$ cat config.mk
export PLATFORM = sky130hd
export DESIGN_NAME = bgc_ctrl
export DESIGN_NICKNAME = d
export VERILOG_FILES = /design/src/verilog/bgc_pkg.sv /design/src/verilog/bgc_deadtime.sv /design/src/verilog/bgc_ctrl.sv
export SDC_FILE = /design/constraint.sdc
export NUM_CORES = 1
export LEC_CHECK = 0
export ABC_AREA = 1
export BUFFER_PORTS_ARGS = -buffer_cell sky130_fd_sc_hd__buf_2
export CAP_MARGIN = 5
export CELL_PAD_IN_SITES_DETAIL_PLACEMENT = 1
export CELL_PAD_IN_SITES_GLOBAL_PLACEMENT = 1
export CORE_UTILIZATION = 40
export DETAILED_ROUTE_END_ITERATION = 6
export PLACE_DENSITY_LB_ADDON = 0.1
export REMOVE_ABC_BUFFERS = 1
export SYNTH_ARGS = -nofsm -noshare
export SYNTH_HDL_FRONTEND = slang
export SYNTH_SLANG_ARGS = --single-unit
$ cat constraint.sdc
create_clock -name ref_clk -period 7.7 [get_ports ref_clk]
set_input_delay 1.925 -clock ref_clk [delete_from_list [all_inputs] [get_ports ref_clk]]
set_output_delay 1.925 -clock ref_clk [all_outputs]
set_load 0.03 [all_outputs]
$ cat src/verilog/bgc_pkg.sv
/*
  Shared constants and types for the buck gate control and protection block:
  timing figures, trip percentages, register offsets, state codes, carriers.
  Assumes a 50 MHz system clock and a 32-bit word register port.
*/
package bgc_pkg;

  // System clock
  localparam int CLK_NS = 20;

  // Gate interlock gap, least time, so rounded up
  localparam int DEAD_NS  = 20;
  localparam int DEAD_CYC = (DEAD_NS + CLK_NS - 1) / CLK_NS;

  // Overcurrent blanking after high-side turn-on
  localparam int BLANK_NS  = 300;
  localparam int BLANK_CYC = (BLANK_NS + CLK_NS - 1) / CLK_NS;

  // Soft start length in switching cycles
  localparam int SS_CYCLES = 2048;

  // Trip windows in percent of the programmed reference
  localparam int PCT_FULL     = 100;
  localparam int WIN_FAST_PCT = 5;
  localparam int WIN_GOOD_PCT = 10;
  localparam int OVP_PCT      = 115;

  // Voltage code: all pins released reads as all ones
  localparam logic [4:0]  CODE_RELEASED = 5'h1f;
  // Reference code = base + step * voltage code (scale of the sense converter)
  localparam logic [11:0] REF_BASE      = 12'h200;
  localparam logic [11:0] REF_STEP      = 12'h020;

  // Register offsets (byte addresses)
  localparam logic [3:0] ADDR_STATUS   = 4'h0;
  localparam logic [3:0] ADDR_INT_STAT = 4'h4;
  localparam logic [3:0] ADDR_INT_MASK = 4'h8;
  localparam logic [3:0] ADDR_CTRL     = 4'hc;

  // Control register
  localparam int   CTRL_FAST_EN  = 0;
  localparam logic CTRL_FAST_RST = 1'b1;

  typedef enum logic [3:0] {
    ST_IDLE = 4'h1,
    ST_SOFT = 4'h2,
    ST_RUN  = 4'h4,
    ST_OVP  = 4'h8
  } bgc_state_t;

  // Gate command pair
  typedef struct packed {
    logic hs;
    logic ls;
  } bgc_gate_t;

  // Interrupt events, bit 0 first from the bottom
  typedef struct packed {
    logic pgLost;
    logic fast;
    logic ocp;
    logic overvoltage_shutdown;
  } bgc_event_t;

endpackage : bgc_pkg

$ cat src/verilog/bgc_deadtime.sv
/*
  Interlocked gate pair with a fixed dead gap between the two switches.
  Assumes a registered high-side demand on ref_clk; enable low parks both off.
*/
`timescale 1ns/1ps
module bgc_deadtime #(
  parameter int DEAD = bgc_pkg::DEAD_CYC
) (
  input  wire logic              ref_clk,
  input  wire logic              reset,
  input  wire logic              enable,
  input  wire logic              hsDemand,
  output bgc_pkg::bgc_gate_t     gate
);

  localparam logic [3:0] DEAD_LAST = 4'(DEAD - 1);

  logic [3:0] offCnt_r;
  wire        wantHs  = enable & hsDemand;
  wire        wantLs  = enable & ~hsDemand;
  wire        bothOff = ~gate.hs & ~gate.ls;
  wire        gapDone = bothOff & (offCnt_r >= DEAD_LAST);

  always_ff @(posedge ref_clk) begin
    if (reset) begin
      offCnt_r <= 4'h0;
    end else if (!bothOff) begin
      offCnt_r <= 4'h0;
    end else if (offCnt_r != DEAD_LAST) begin
      offCnt_r <= offCnt_r + 4'h1;
    end
  end

  // Turn-off is immediate, turn-on waits for the gap
  always_ff @(posedge ref_clk) begin
    if (reset) begin
      gate <= '0;
    end else begin
      gate.hs <= gate.hs ? wantHs : (wantHs & gapDone); // RL1
      gate.ls <= gate.ls ? wantLs : (wantLs & gapDone); // RL1
    end
  end
endmodule : bgc_deadtime

$ cat src/verilog/bgc_ctrl.sv
/*
  Buck gate control and protection: ramp PWM, soft start, fast transient
  overrides, output-ok flag, latched overvoltage shutdown, cycle-by-cycle
  current limit, register port with interrupt.
  Assumes senseCode and errAmpCode come from converters on ref_clk; the
  enable, voltage code and current limit comparator are asynchronous pins.
*/
// Our own choices: strobed register access and the address map.
// Behaviour
// RL1: Never turn one gate on before the other is off; 20 ns gap.
// RL2: Pulses come from error level compared with internal ramp.
// RL3: Flag fast excursion when output leaves plus or minus 5 percent.
// RL4: Outside that window force full duty when low, zero when high.
// RL5: Output-ok only while output is within plus or minus 10 percent.
// RL6: Output-ok low in soft start, evaluated once soft start ends.
// RL7: After soft start, latch shutdown when output exceeds 115 percent.
// RL8: In shutdown high side low, low side high, output-ok low.
// RL9: Leave shutdown only on enable toggle, reset, or code release and reapply.
// RL10: Overcurrent when switch drop exceeds the limit resistor drop.
// RL11: Ignore overcurrent 300 ns after high-side turn-on; sample while on.
// RL12: Overcurrent cuts high side, turns low side on until next cycle.
// RL13: Start soft start only out of reset, enabled, with valid code.
// RL14: Soft start lasts 2048 switching cycles, then loop takes over.
// RL15: Clearing shutdown restarts from the beginning of soft start.
// RL16: Reset holds all state and keeps both gates off.
// RL17: Shutdown overrides current cut and fast overrides; low side stays on.
`timescale 1ns/1ps
module bgc_ctrl #(
  parameter int RAMP_W    = 8,
  parameter int SENSE_W   = 12,
  parameter int SS_CYCLES = bgc_pkg::SS_CYCLES
) (
  input  wire logic               ref_clk,
  input  wire logic               reset,
  input  wire logic               regulator_enable_in,
  input  wire logic [4:0]         voltage_code_in,
  input  wire logic               current_limit_sense,
  input  wire logic [SENSE_W-1:0] senseCode,
  input  wire logic [RAMP_W-1:0]  errAmpCode,
  input  wire logic [3:0]         regAddr,
  input  wire logic [31:0]        regWdata,
  input  wire logic               regWr,
  input  wire logic               regRd,
  output logic      [31:0]        regRdata,
  output logic                    hsGate,
  output logic                    lsGate,
  output logic                    outputOk,
  output logic                    irq
);

  localparam int SS_W = $clog2(SS_CYCLES);
  localparam int TW   = SENSE_W + 8;
  localparam logic [SS_W-1:0] SS_LAST = SS_W'(SS_CYCLES - 1);
  localparam logic [4:0]      BLANK_C = 5'(bgc_pkg::BLANK_CYC);

  // Pin synchronisers: stage one is read only by stage two
  logic [6:0] pinMeta_r;
  logic [6:0] pinSync_r;
  always_ff @(posedge ref_clk) begin
    if (reset) begin
      pinMeta_r <= 7'h00;
      pinSync_r <= 7'h00;
    end else begin
      pinMeta_r <= {current_limit_sense, voltage_code_in, regulator_enable_in};
      pinSync_r <= pinMeta_r;
    end
  end

  wire       enS       = pinSync_r[0];
  wire [4:0] codeS     = pinSync_r[5:1];
  wire       ilimS     = pinSync_r[6];
  wire       codeValid = codeS != bgc_pkg::CODE_RELEASED;
  wire       startOk   = enS & codeValid;

  logic prevEn_r;
  logic prevValid_r;
  wire  enToggle     = enS ^ prevEn_r;
  wire  codeReapplied = codeValid & ~prevValid_r;

  // Window thresholds as percent products, no division needed
  wire [SENSE_W-1:0] refCode = bgc_pkg::REF_BASE +
                               12'(12'(codeS) * bgc_pkg::REF_STEP);
  wire [TW-1:0] senseX100 = TW'(senseCode) * TW'(bgc_pkg::PCT_FULL);

  function automatic logic [TW-1:0] thr(input logic [SENSE_W-1:0] r, input int pct);
    thr = TW'(r) * TW'(pct);
  endfunction : thr

  wire fastLo = senseX100 < thr(refCode, bgc_pkg::PCT_FULL - bgc_pkg::WIN_FAST_PCT); // RL3
  wire fastHi = senseX100 > thr(refCode, bgc_pkg::PCT_FULL + bgc_pkg::WIN_FAST_PCT); // RL3
  wire goodWin =
    !(senseX100 < thr(refCode, bgc_pkg::PCT_FULL - bgc_pkg::WIN_GOOD_PCT)) &&
    !(senseX100 > thr(refCode, bgc_pkg::PCT_FULL + bgc_pkg::WIN_GOOD_PCT));   // RL5
  wire ovTrip = senseX100 > thr(refCode, bgc_pkg::OVP_PCT);                   // RL7

  // Free-running ramp; its wrap marks each switching cycle
  logic [RAMP_W-1:0] rampCnt_r;
  wire               cycleStart = rampCnt_r == '0;
  always_ff @(posedge ref_clk) begin
    if (reset) begin
      rampCnt_r <= '0;
    end else begin
      rampCnt_r <= rampCnt_r + RAMP_W'(1);
    end
  end

  // Sequencer
  bgc_pkg::bgc_state_t state_r;
  bgc_pkg::bgc_state_t state_nxt;
  logic [SS_W-1:0]     ssCnt_r;
  wire                 ssDone = cycleStart && (ssCnt_r == SS_LAST);

  always_comb begin
    state_nxt = state_r;
    case (state_r)
      bgc_pkg::ST_IDLE: begin
        if (startOk) state_nxt = bgc_pkg::ST_SOFT; // RL13
      end
      bgc_pkg::ST_SOFT: begin
        if (!startOk) state_nxt = bgc_pkg::ST_IDLE;
        else if (ssDone) state_nxt = bgc_pkg::ST_RUN; // RL14
      end
      bgc_pkg::ST_RUN: begin
        if (ovTrip) state_nxt = bgc_pkg::ST_OVP; // RL7
        else if (!startOk) state_nxt = bgc_pkg::ST_IDLE;
      end
      bgc_pkg::ST_OVP: begin
        // Idle then re-enters soft start from count zero
        if (enToggle || codeReapplied) state_nxt = bgc_pkg::ST_IDLE; // RL9 RL15
      end
      default: state_nxt = bgc_pkg::ST_IDLE;
    endcase
  end

  always_ff @(posedge ref_clk) begin
    if (reset) begin
      state_r     <= bgc_pkg::ST_IDLE; // RL16
      prevEn_r    <= 1'b0;
      prevValid_r <= 1'b0;
    end else begin
      state_r     <= state_nxt;
      prevEn_r    <= enS;
      prevValid_r <= codeValid;
    end
  end

  always_ff @(posedge ref_clk) begin
    if (reset || state_r != bgc_pkg::ST_SOFT) begin
      ssCnt_r <= '0; // RL15
    end else if (cycleStart) begin
      ssCnt_r <= ssCnt_r + SS_W'(1); // RL14
    end
  end

  // Soft start caps the error level with a rising limit
  wire [RAMP_W-1:0] ssLevel  = ssCnt_r[SS_W-1 -: RAMP_W];
  wire              inSoft   = state_r == bgc_pkg::ST_SOFT;
  wire              inRun    = state_r == bgc_pkg::ST_RUN;
  wire              inOvp    = state_r == bgc_pkg::ST_OVP;
  wire              inIdle   = state_r == bgc_pkg::ST_IDLE;
  wire [RAMP_W-1:0] ctlLevel = (inSoft && ssLevel < errAmpCode) ? ssLevel : errAmpCode;
  wire              pwmOn    = ctlLevel > rampCnt_r; // RL2

  // Control register
  logic ctrlFastEn_r;
  wire  fastAct   = inRun & ctrlFastEn_r;
  wire  forceHigh = fastAct & fastLo;  // RL4
  wire  forceLow  = fastAct & fastHi;  // RL4

  // Current limit with blanking
  logic       ocLatch_r;
  logic [4:0] blankCnt_r;
  wire        blankDone = blankCnt_r == BLANK_C;
  wire        ocSample  = hsGate & blankDone & ilimS; // RL10 RL11
  always_ff @(posedge ref_clk) begin
    if (reset || !hsGate) begin
      blankCnt_r <= 5'h00; // RL11
    end else if (!blankDone) begin
      blankCnt_r <= blankCnt_r + 5'h01;
    end
  end

  // New detection wins over the cycle-start release
  always_ff @(posedge ref_clk) begin
    if (reset) begin
      ocLatch_r <= 1'b0;
    end else begin
      ocLatch_r <= ocSample | (ocLatch_r & ~cycleStart); // RL12
    end
  end

  // Shutdown outranks current cut and fast overrides
  wire runDemand = forceHigh ? 1'b1 : (forceLow ? 1'b0 : pwmOn);
  wire hsDemand  = ~inOvp & ~ocLatch_r & ~ocSample & runDemand; // RL12 RL17 RL8
  wire gateEn    = ~(state_r == bgc_pkg::ST_IDLE);              // RL16

  bgc_pkg::bgc_gate_t gate;
  bgc_deadtime #(
    .DEAD (bgc_pkg::DEAD_CYC)
  ) bgc_deadtime_inst (
    .ref_clk  (ref_clk),
    .reset    (reset),
    .enable   (gateEn),
    .hsDemand (hsDemand),
    .gate     (gate)
  );
  assign hsGate = gate.hs;
  assign lsGate = gate.ls;

  // Output ok: only in run, so low in soft start and in shutdown
  wire okNxt = inRun & goodWin & ~ovTrip; // RL5 RL6 RL8
  always_ff @(posedge ref_clk) begin
    if (reset) begin
      outputOk <= 1'b0;
    end else begin
      outputOk <= okNxt;
    end
  end

  // Events and interrupt
  bgc_pkg::bgc_event_t ev;
  assign ev.overvoltage_shutdown    = inRun & ovTrip;
  assign ev.ocp    = ocSample & ~ocLatch_r;
  assign ev.fast   = inRun & (fastLo | fastHi); // RL3
  assign ev.pgLost = outputOk & ~okNxt;

  wire addrStat  = regAddr == bgc_pkg::ADDR_STATUS;
  wire addrInt   = regAddr == bgc_pkg::ADDR_INT_STAT;
  wire addrMask  = regAddr == bgc_pkg::ADDR_INT_MASK;
  wire addrCtrl  = regAddr == bgc_pkg::ADDR_CTRL;
  wire intRdClr  = regRd & addrInt;

  logic [3:0] intStat_r;
  logic [3:0] intMask_r;
  always_ff @(posedge ref_clk) begin
    if (reset) begin
      intStat_r    <= 4'h0;
      intMask_r    <= 4'h0;
      ctrlFastEn_r <= bgc_pkg::CTRL_FAST_RST;
      irq          <= 1'b0;
    end else begin
      // A new event in the clearing read stays set
      intStat_r <= (intRdClr ? 4'h0 : intStat_r) | ev;
      irq       <= |(intStat_r & intMask_r);
      if (regWr && addrMask) intMask_r <= regWdata[3:0];
      if (regWr && addrCtrl) ctrlFastEn_r <= regWdata[bgc_pkg::CTRL_FAST_EN];
    end
  end

  wire [31:0] statusWord = {23'h000000, codeValid, fastHi, fastLo, ocLatch_r,
                            outputOk, state_r};
  wire [31:0] rdMux = addrStat ? statusWord :
                      addrInt  ? {28'h0000000, intStat_r} :
                      addrMask ? {28'h0000000, intMask_r} :
                      addrCtrl ? {31'h00000000, ctrlFastEn_r} : 32'h00000000;

  // Read data valid only in the cycle after the strobe
  always_ff @(posedge ref_clk) begin
    if (reset) begin
      regRdata <= 32'h00000000;
    end else begin
      regRdata <= regRd ? rdMux : 32'h00000000;
    end
  end
endmodule : bgc_ctrl

# Yosys cells after proc, flatten, opt, wreduce, memory -nomap -nowiden
# Index checks and enable logic that the tools add are counted.
# totals
ff_bits,94
mem_count,0
output_inout_bits,36
in_bits,67
latch_bits,0
wordCells,131
romBits,0
ramBits,0
# classes
order_cmp,8
div_mod_pow,0
muxes,17
eq_ne,15
shifts,0
mul,6
n_bitwise,42
n_reduce_logical,19
add_sub_neg,5
# ops
operator,count
> comparator 19 x 18 -> 1 bit,3
multiplier 11 x 7 -> 18 bit (second input constant),3
< comparator 19 x 18 -> 1 bit,2
2-to-1 mux 4 bit,9
multiplier 11 x 6 -> 17 bit (second input constant),2
AND 1 bit,24
multiplier 12 x 5 -> 17 bit (second input constant),1
case mux 4 bit (4 select lines),1
inverter 1 bit,13
equality test 4 bit (second input constant),3
adder 10 x 10 -> 11 bit (first input constant),1
adder 11 x 1 -> 11 bit (second input constant),1
equality test 11 bit (second input constant),1
2-to-1 mux 9 bit,1
adder 8 x 1 -> 8 bit (second input constant),1
equality test 4 x 3 -> 1 bit (second input constant),2
> comparator 8 bit,1
logical NOT 8 bit,1
< comparator 8 bit,1
2-to-1 mux 8 bit,1
!= test 3 bit (second input constant),2
adder 5 x 1 -> 5 bit (second input constant),1
equality test 5 x 4 -> 1 bit (second input constant),1
logical AND 1 bit,5
21 further kinds,31

# Depth between registers and ports, before layout
# depth
word_depth,11
ltp_mapped,29
depth_no_buf,29

# Modules after synthesis
# A second synthesis with hierarchy kept.
# hier_totals
hier_cells,1249
hier_area_um2,9181.3
# modules_own_cells
module,area_per_inst_um2,cells_per_inst,seq_area_each_um2,n_inst
bgc_ctrl,9101.2,1237,1301.2,1
bgc_deadtime,80.1,12,40.0,1

# Least setup slack after synthesis
# Ideal clock, no wire load.
# synth_timing
kind,input-to-reg
start,input senseCode[4]
end,register state_r[0]
t_required_ns,7.567
setup_time_ns,0.133
arrival_ns,5.673
setup_slack_ns,1.893
n_path_buf,0
stages,27
path_cell_list,ha_1 > ha_1 > inv_1 > fa_1 > inv_1 > ha_1 > nand4_1 > o211a_1 > o21ai_0 > a21oi_1 > o21bai_1 > nand2_1 > inv_1 > o21ai_0 > nand2_1 > xor2_1 > ha_1 > nand3_1 > nor2_2 > nand3_1 > nand3_2 > nand2_2 > nand4_1 > nand2_1 > inv_1 > nand2_1 > nand3_1
# synth_via
elab_chain_len,4
word_cells_on_any_way,6
cone_classes,mul (1); order compare (1); eq/ne (1); mux (2); reduce/logical (1)
# synth_rtl
item,line,source
start: declaration,bgc_ctrl.sv:38,"input wire logic [SENSE_W-1:0] senseCode,"
multiplier 12 x 5 -> 17 bit (*),bgc_ctrl.sv:83,wire [TW-1:0] senseX100 = TW'(senseCode) * TW'(bgc_pkg::PCT_FULL);
> comparator 19 x 18 -> 1 bit (*),bgc_ctrl.sv:94,"wire ovTrip = senseX100 > thr(refCode, bgc_pkg::OVP_PCT);"
!= test 3 bit (no line) / 2-to-1 mux 4 bit (equally long branches),--,
AND reduction 4 bit (no line) / case mux 4 bit (4 select lines) (equally long branches),--,
end signal: assignment,bgc_ctrl.sv:137,state_r <= bgc_pkg::ST_IDLE;
end signal: assignment,bgc_ctrl.sv:141,state_r <= state_nxt;
end: declaration,bgc_ctrl.sv:108,bgc_pkg::bgc_state_t state_r;
# Mark *: on every way between the ends. The rest lies on a longest branch, timed or not.
# A chain may end at the register's enable or synchronous reset.

# Final worst setup path
# layout_timing
start,input senseCode[2]
end,register intStat_r[3]
# layout_via
elab_chain_len,9
word_cells_on_any_way,13
cone_classes,mul (1); order compare (3); bitwise (6); reduce/logical (3)
# layout_rtl
item,line,source
multiplier 12 x 5 -> 17 bit (*),bgc_ctrl.sv:83,
< comparator 19 x 18 -> 1 bit / > comparator 19 x 18 -> 1 bit (equally long branches),"bgc_ctrl.sv:92, bgc_ctrl.sv:93",
logical NOT 1 bit (on tied branches),"bgc_ctrl.sv:92, bgc_ctrl.sv:93",
logical AND 1 bit,bgc_ctrl.sv:92,"!(senseX100 < thr(refCode, bgc_pkg::PCT_FULL - bgc_pkg::WIN_GOOD_PCT)) &&"
AND 1 bit,bgc_ctrl.sv:211,wire okNxt = inRun & goodWin & ~ovTrip;
AND 1 bit (*),bgc_ctrl.sv:211,
inverter 1 bit (*),bgc_ctrl.sv:225,assign ev.pgLost = outputOk & ~okNxt;
AND 1 bit (*),bgc_ctrl.sv:225,
OR 4 bit (*),bgc_ctrl.sv:243,intStat_r <= (intRdClr ? 4'h0 : intStat_r) | ev;
end signal: assignment,bgc_ctrl.sv:243,
end: declaration,bgc_ctrl.sv:233,logic [3:0] intStat_r;
# Marked as above.

==> summary.md <==
| Metric | Value |
|---|---|
| Status | `finished clean` |
| Iter 0 DRT Violations | `238` |
| DRC violations left | `0` |
| Crit path required time | `7.89 ns` |
| Critical Path Fanout Max | `6` |
| Pre-CTS setup slack | `1.28 ns` |
| Grt ovf | `0` |
| Fillers | `2923` |
| Layout cells sized above 1 | `7.28%` |
| F_max | `0.165 GHz` |
| Layout area overhead | `9.74%` |
| Yosys Warn Count | `0` |
| Setup TNS | `0 ns` |
| Final Cycle Share | `78.5%` |
| CTS tree | `built` |
| Largest family of logic cells by synthesized area | `adder cells` |
| Antenna cells | `0` |
| Worst setup SP type | `primary input` |
| Vias per cell | `4.91` |
| Post-synthesis adder-cell area fraction | `37.8%` |
| Number of distinct library cells after synthesis | `45` |
| Core Area | `0.0226 sq mm` |
| Family with the most delay on the worst path | `adder cells` |
| Leakage power | `0.00546 uW` |
| Ports | `103` |
| Met3 WL post-DR | `657 um` |
| Post-Syn Instances | `1250` |
| Number of global-route vias before repair | `8069` |
| XOR/XNOR Fraction of Synth Area | `4.68%` |
| Maximum vdd drop | `0.0862 mV` |
| CP max-delay cell | `fa_1` |
| Total Nets Final | `1638` |
| Post-synthesis compound-gate area fraction | `10.5%` |
| Synthesized flop and latch total | `67` |
| Slew Limit Fails | `0` |
| Max-slew headroom | `28.3%` |
| First-pass GRT wire length | `39700 um` |
| Main synth FF type | `dfxtp_1` |
| Root Buffer | `clkbuf_16` |
| CP endpoint kind | `register` |
| Worst Slack Setup Final | `1.66 ns` |
| Largest net degree at the start of global routing | `30` |
| Postcts setup bufs | `0` |
| Antenna-violating nets left | `0` |
| Final setup violation count | `0` |
| Hold crit path type | `register to register` |
| Syn_area_per_cell | `7.33 sq um` |
| Critical path buffer and inverter count | `4` |
| PortBufs | `51` |
| Simple-Gate Fraction of Synth Area | `18.9%` |
| Post-layout min period | `6.04 ns` |
| Crit-path most repeated cell | `nand2_1` |
| M1 WL | `11500 um` |
| RSZ-0062 raised after global routing | `false` |
| Worst Path Arrival | `6.24 ns` |
| Skew final | `0.00555 ns` |
| Initial core utilization | `40.6%` |
| Routability Congestion | `0.823` |
| GRT Total Usage | `21.2%` |
| Die height | `153 um` |
| Dpl hpwl | `20600 um` |
| Met2 wire length | `11400 um` |
| Die area | `0.0235 sq mm` |
| Row count | `55` |
| Pwr dens | `212 mW/mm^2` |
| Die Span X | `153 um` |
| Initial antenna violation count | `0` |
| DRT Wirelength | `23800 um` |
| Clock transition at path regs | `0.06 ns` |
| Pre-Repair DR Iteration Count | `4` |
| Clk sinks | `67` |
| Latest clock arrival within the worst-skew pair | `0.33 ns` |
| Sequential fraction of the synthesis area | `14.6%` |
| Ys async rst share | `0%` |
| H-tree depth | `3` |
| DR vias | `7875` |
| Hold buffer count at CTS | `0` |
| Worst-case clock buffer depth | `2` |
| Mapped cell area | `0.00916 sq mm` |
| Post-synth EDFFs | `0` |
| Top sig layer | `met4` |
| MaxCap Viol Count | `0` |
| Final hold slack | `0.403 ns` |
| Final hold vios | `0` |
| Resize count post-CTS | `0` |
| Wire length per cell | `14.8 um` |
| Worst Setup Path Type | `primary input to register` |
| Slew of the pin with the lowest slew margin | `1.07 ns` |
| Worst path max stage delay | `0.47 ns` |
| Post-synthesis mux area share | `0%` |
| Num CTS Buffers | `9` |
-- through the flow --
step                cell area (sq um)  total power [uW]  util, %  std cells
floorplan                        9040              1290        -       1242
detailed placement               9720              1700     43.0       1587
global placement                 9720              1650     43.0       1587
global route                    10100              2360     44.5       1603
finish                          10100              2130     44.5       1603
CTS                             10100              2170     44.5       1603
-- cell families after synthesis --
family / Yosys count
xor+xnor: 49
buf+inv: 304
simple gates: 403
compound gates: 168
fa+ha+maj: 258
flops: 67
other cells: 1
-- metal layers --
layer | up-vias | global-route usage, %
li1 | 4114 | -
met1 | 3676 | 27.7
met2 | 71 | 37.7
met3 | 14 | 2.58
met4 | 0 | 3.14
met5 | - | 0
-- placed cells by master (no fill, tap or decap), drive strengths merged, types with 5 or more instances in the layout --
master / instances
inv: 274
ha: 227
nand2: 198
nor2: 107
a21oi: 85
dfxtp: 67
buf: 60
nand3: 51
o21ai: 37
xor2: 32
fa: 31
conb: 23
nand4: 19
xnor2: 17
nor3: 17
clkbuf: 11
a31oi: 7
o211ai: 6
o21bai: 6
a211oi: 6
a21o: 5
nor4: 5
-- sequential cells by signal (all words and copies together), names as in the netlist --
| name | cells |
|---|---|
| ssCnt_r | 11 |
| regRdata | 9 |
| rampCnt_r | 8 |
| pinMeta_r | 7 |
| pinSync_r | 7 |
| blankCnt_r | 5 |
| intMask_r | 4 |
| intStat_r | 4 |
| state_r | 4 |
| bgc_deadtime_inst.gate | 2 |
| ctrlFastEn_r | 1 |
| irq | 1 |
| ocLatch_r | 1 |
| outputOk | 1 |
| prevEn_r | 1 |
| prevValid_r | 1 |
-- cell usage after synthesis (2+ instances only) --
| cell | number | share of area, % |
|---|---|---|
| nor3b_1 | 2 | 0.16 |
| o21ai_1 | 2 | 0.11 |
| a21oi_2 | 2 | 0.19 |
| o22ai_1 | 3 | 0.20 |
| fa_1 | 31 | 6.8 |
| nor4_1 | 5 | 0.34 |
| buf_4 | 23 | 1.9 |
| dfxtp_1 | 67 | 15 |
| inv_2 | 2 | 0.082 |
| o21ai_0 | 35 | 1.9 |
| nor2_1 | 101 | 4.1 |
| xnor2_1 | 17 | 1.6 |
| nand2_2 | 5 | 0.34 |
| o21bai_1 | 6 | 0.49 |
| o221ai_1 | 2 | 0.19 |
| a21oi_1 | 83 | 4.5 |
| nor3_1 | 16 | 0.87 |
| o211ai_1 | 6 | 0.49 |
| a221oi_1 | 2 | 0.19 |
| a31oi_1 | 7 | 0.48 |
| xor2_1 | 32 | 3.1 |
| a21boi_0 | 3 | 0.25 |
| ha_1 | 227 | 31 |
| nand2_1 | 193 | 7.9 |
| a211oi_1 | 6 | 0.49 |
| a21o_1 | 5 | 0.41 |
| inv_1 | 271 | 11 |
| nand3_1 | 48 | 2.6 |
| nand4_1 | 19 | 1.3 |
| clkbuf_1 | 6 | 0.25 |
| nor2_2 | 6 | 0.41 |
| nand3_2 | 2 | 0.22 |
| and3_1 | 2 | 0.14 |
| o21a_1 | 2 | 0.16 |
-- where the power goes --
group          internal, uW  switching [uW]  total [uW]  leakage, uW
Clock                   302             154         456     0.000158
Sequential              362            17.6         380     0.000545
Combinational           477             817        1290      0.00476
-- worst register-to-register path, delay by kind of cell (launching register included) --
kind,cells,cell delay (ns)
AOI/OAI and AO/OA,7,1.20
xor gates and xnor gates,1,0.16
adders and majority gates,6,2.30
buffers and inverters,5,0.47
DFF,1,0.71
and+or+nand+nor,10,0.99
-- area by class of cell --
| type | instances | area (sq um) | share of cell area [%] |
|---|---|---|---|
| tap | 285 | 357 | 3.55 |
| multi-input combinational | 901 | 6670 | 66.3 |
| clock buffer | 11 | 253 | 2.51 |
| inverter | 274 | 1030 | 10.2 |
| clock inverter | 5 | 83.8 | 0.834 |
| sequential | 67 | 1340 | 13.3 |
| timing repair buffer | 60 | 323 | 3.21 |
-- worst paths after layout --
kind                      from      endpoint  slack (ns)  depth (start not counted)
setup / recovery  senseCode[2]  intStat_r[3]        1.66                         28
hold / removal    pinMeta_r[0]  pinSync_r[0]        0.40                          2
setup reg to reg  pinSync_r[3]  intStat_r[2]        1.73                         29
hold reg to reg   pinMeta_r[0]  pinSync_r[0]        0.40                          2
Power figures use the tool's default switching activity.
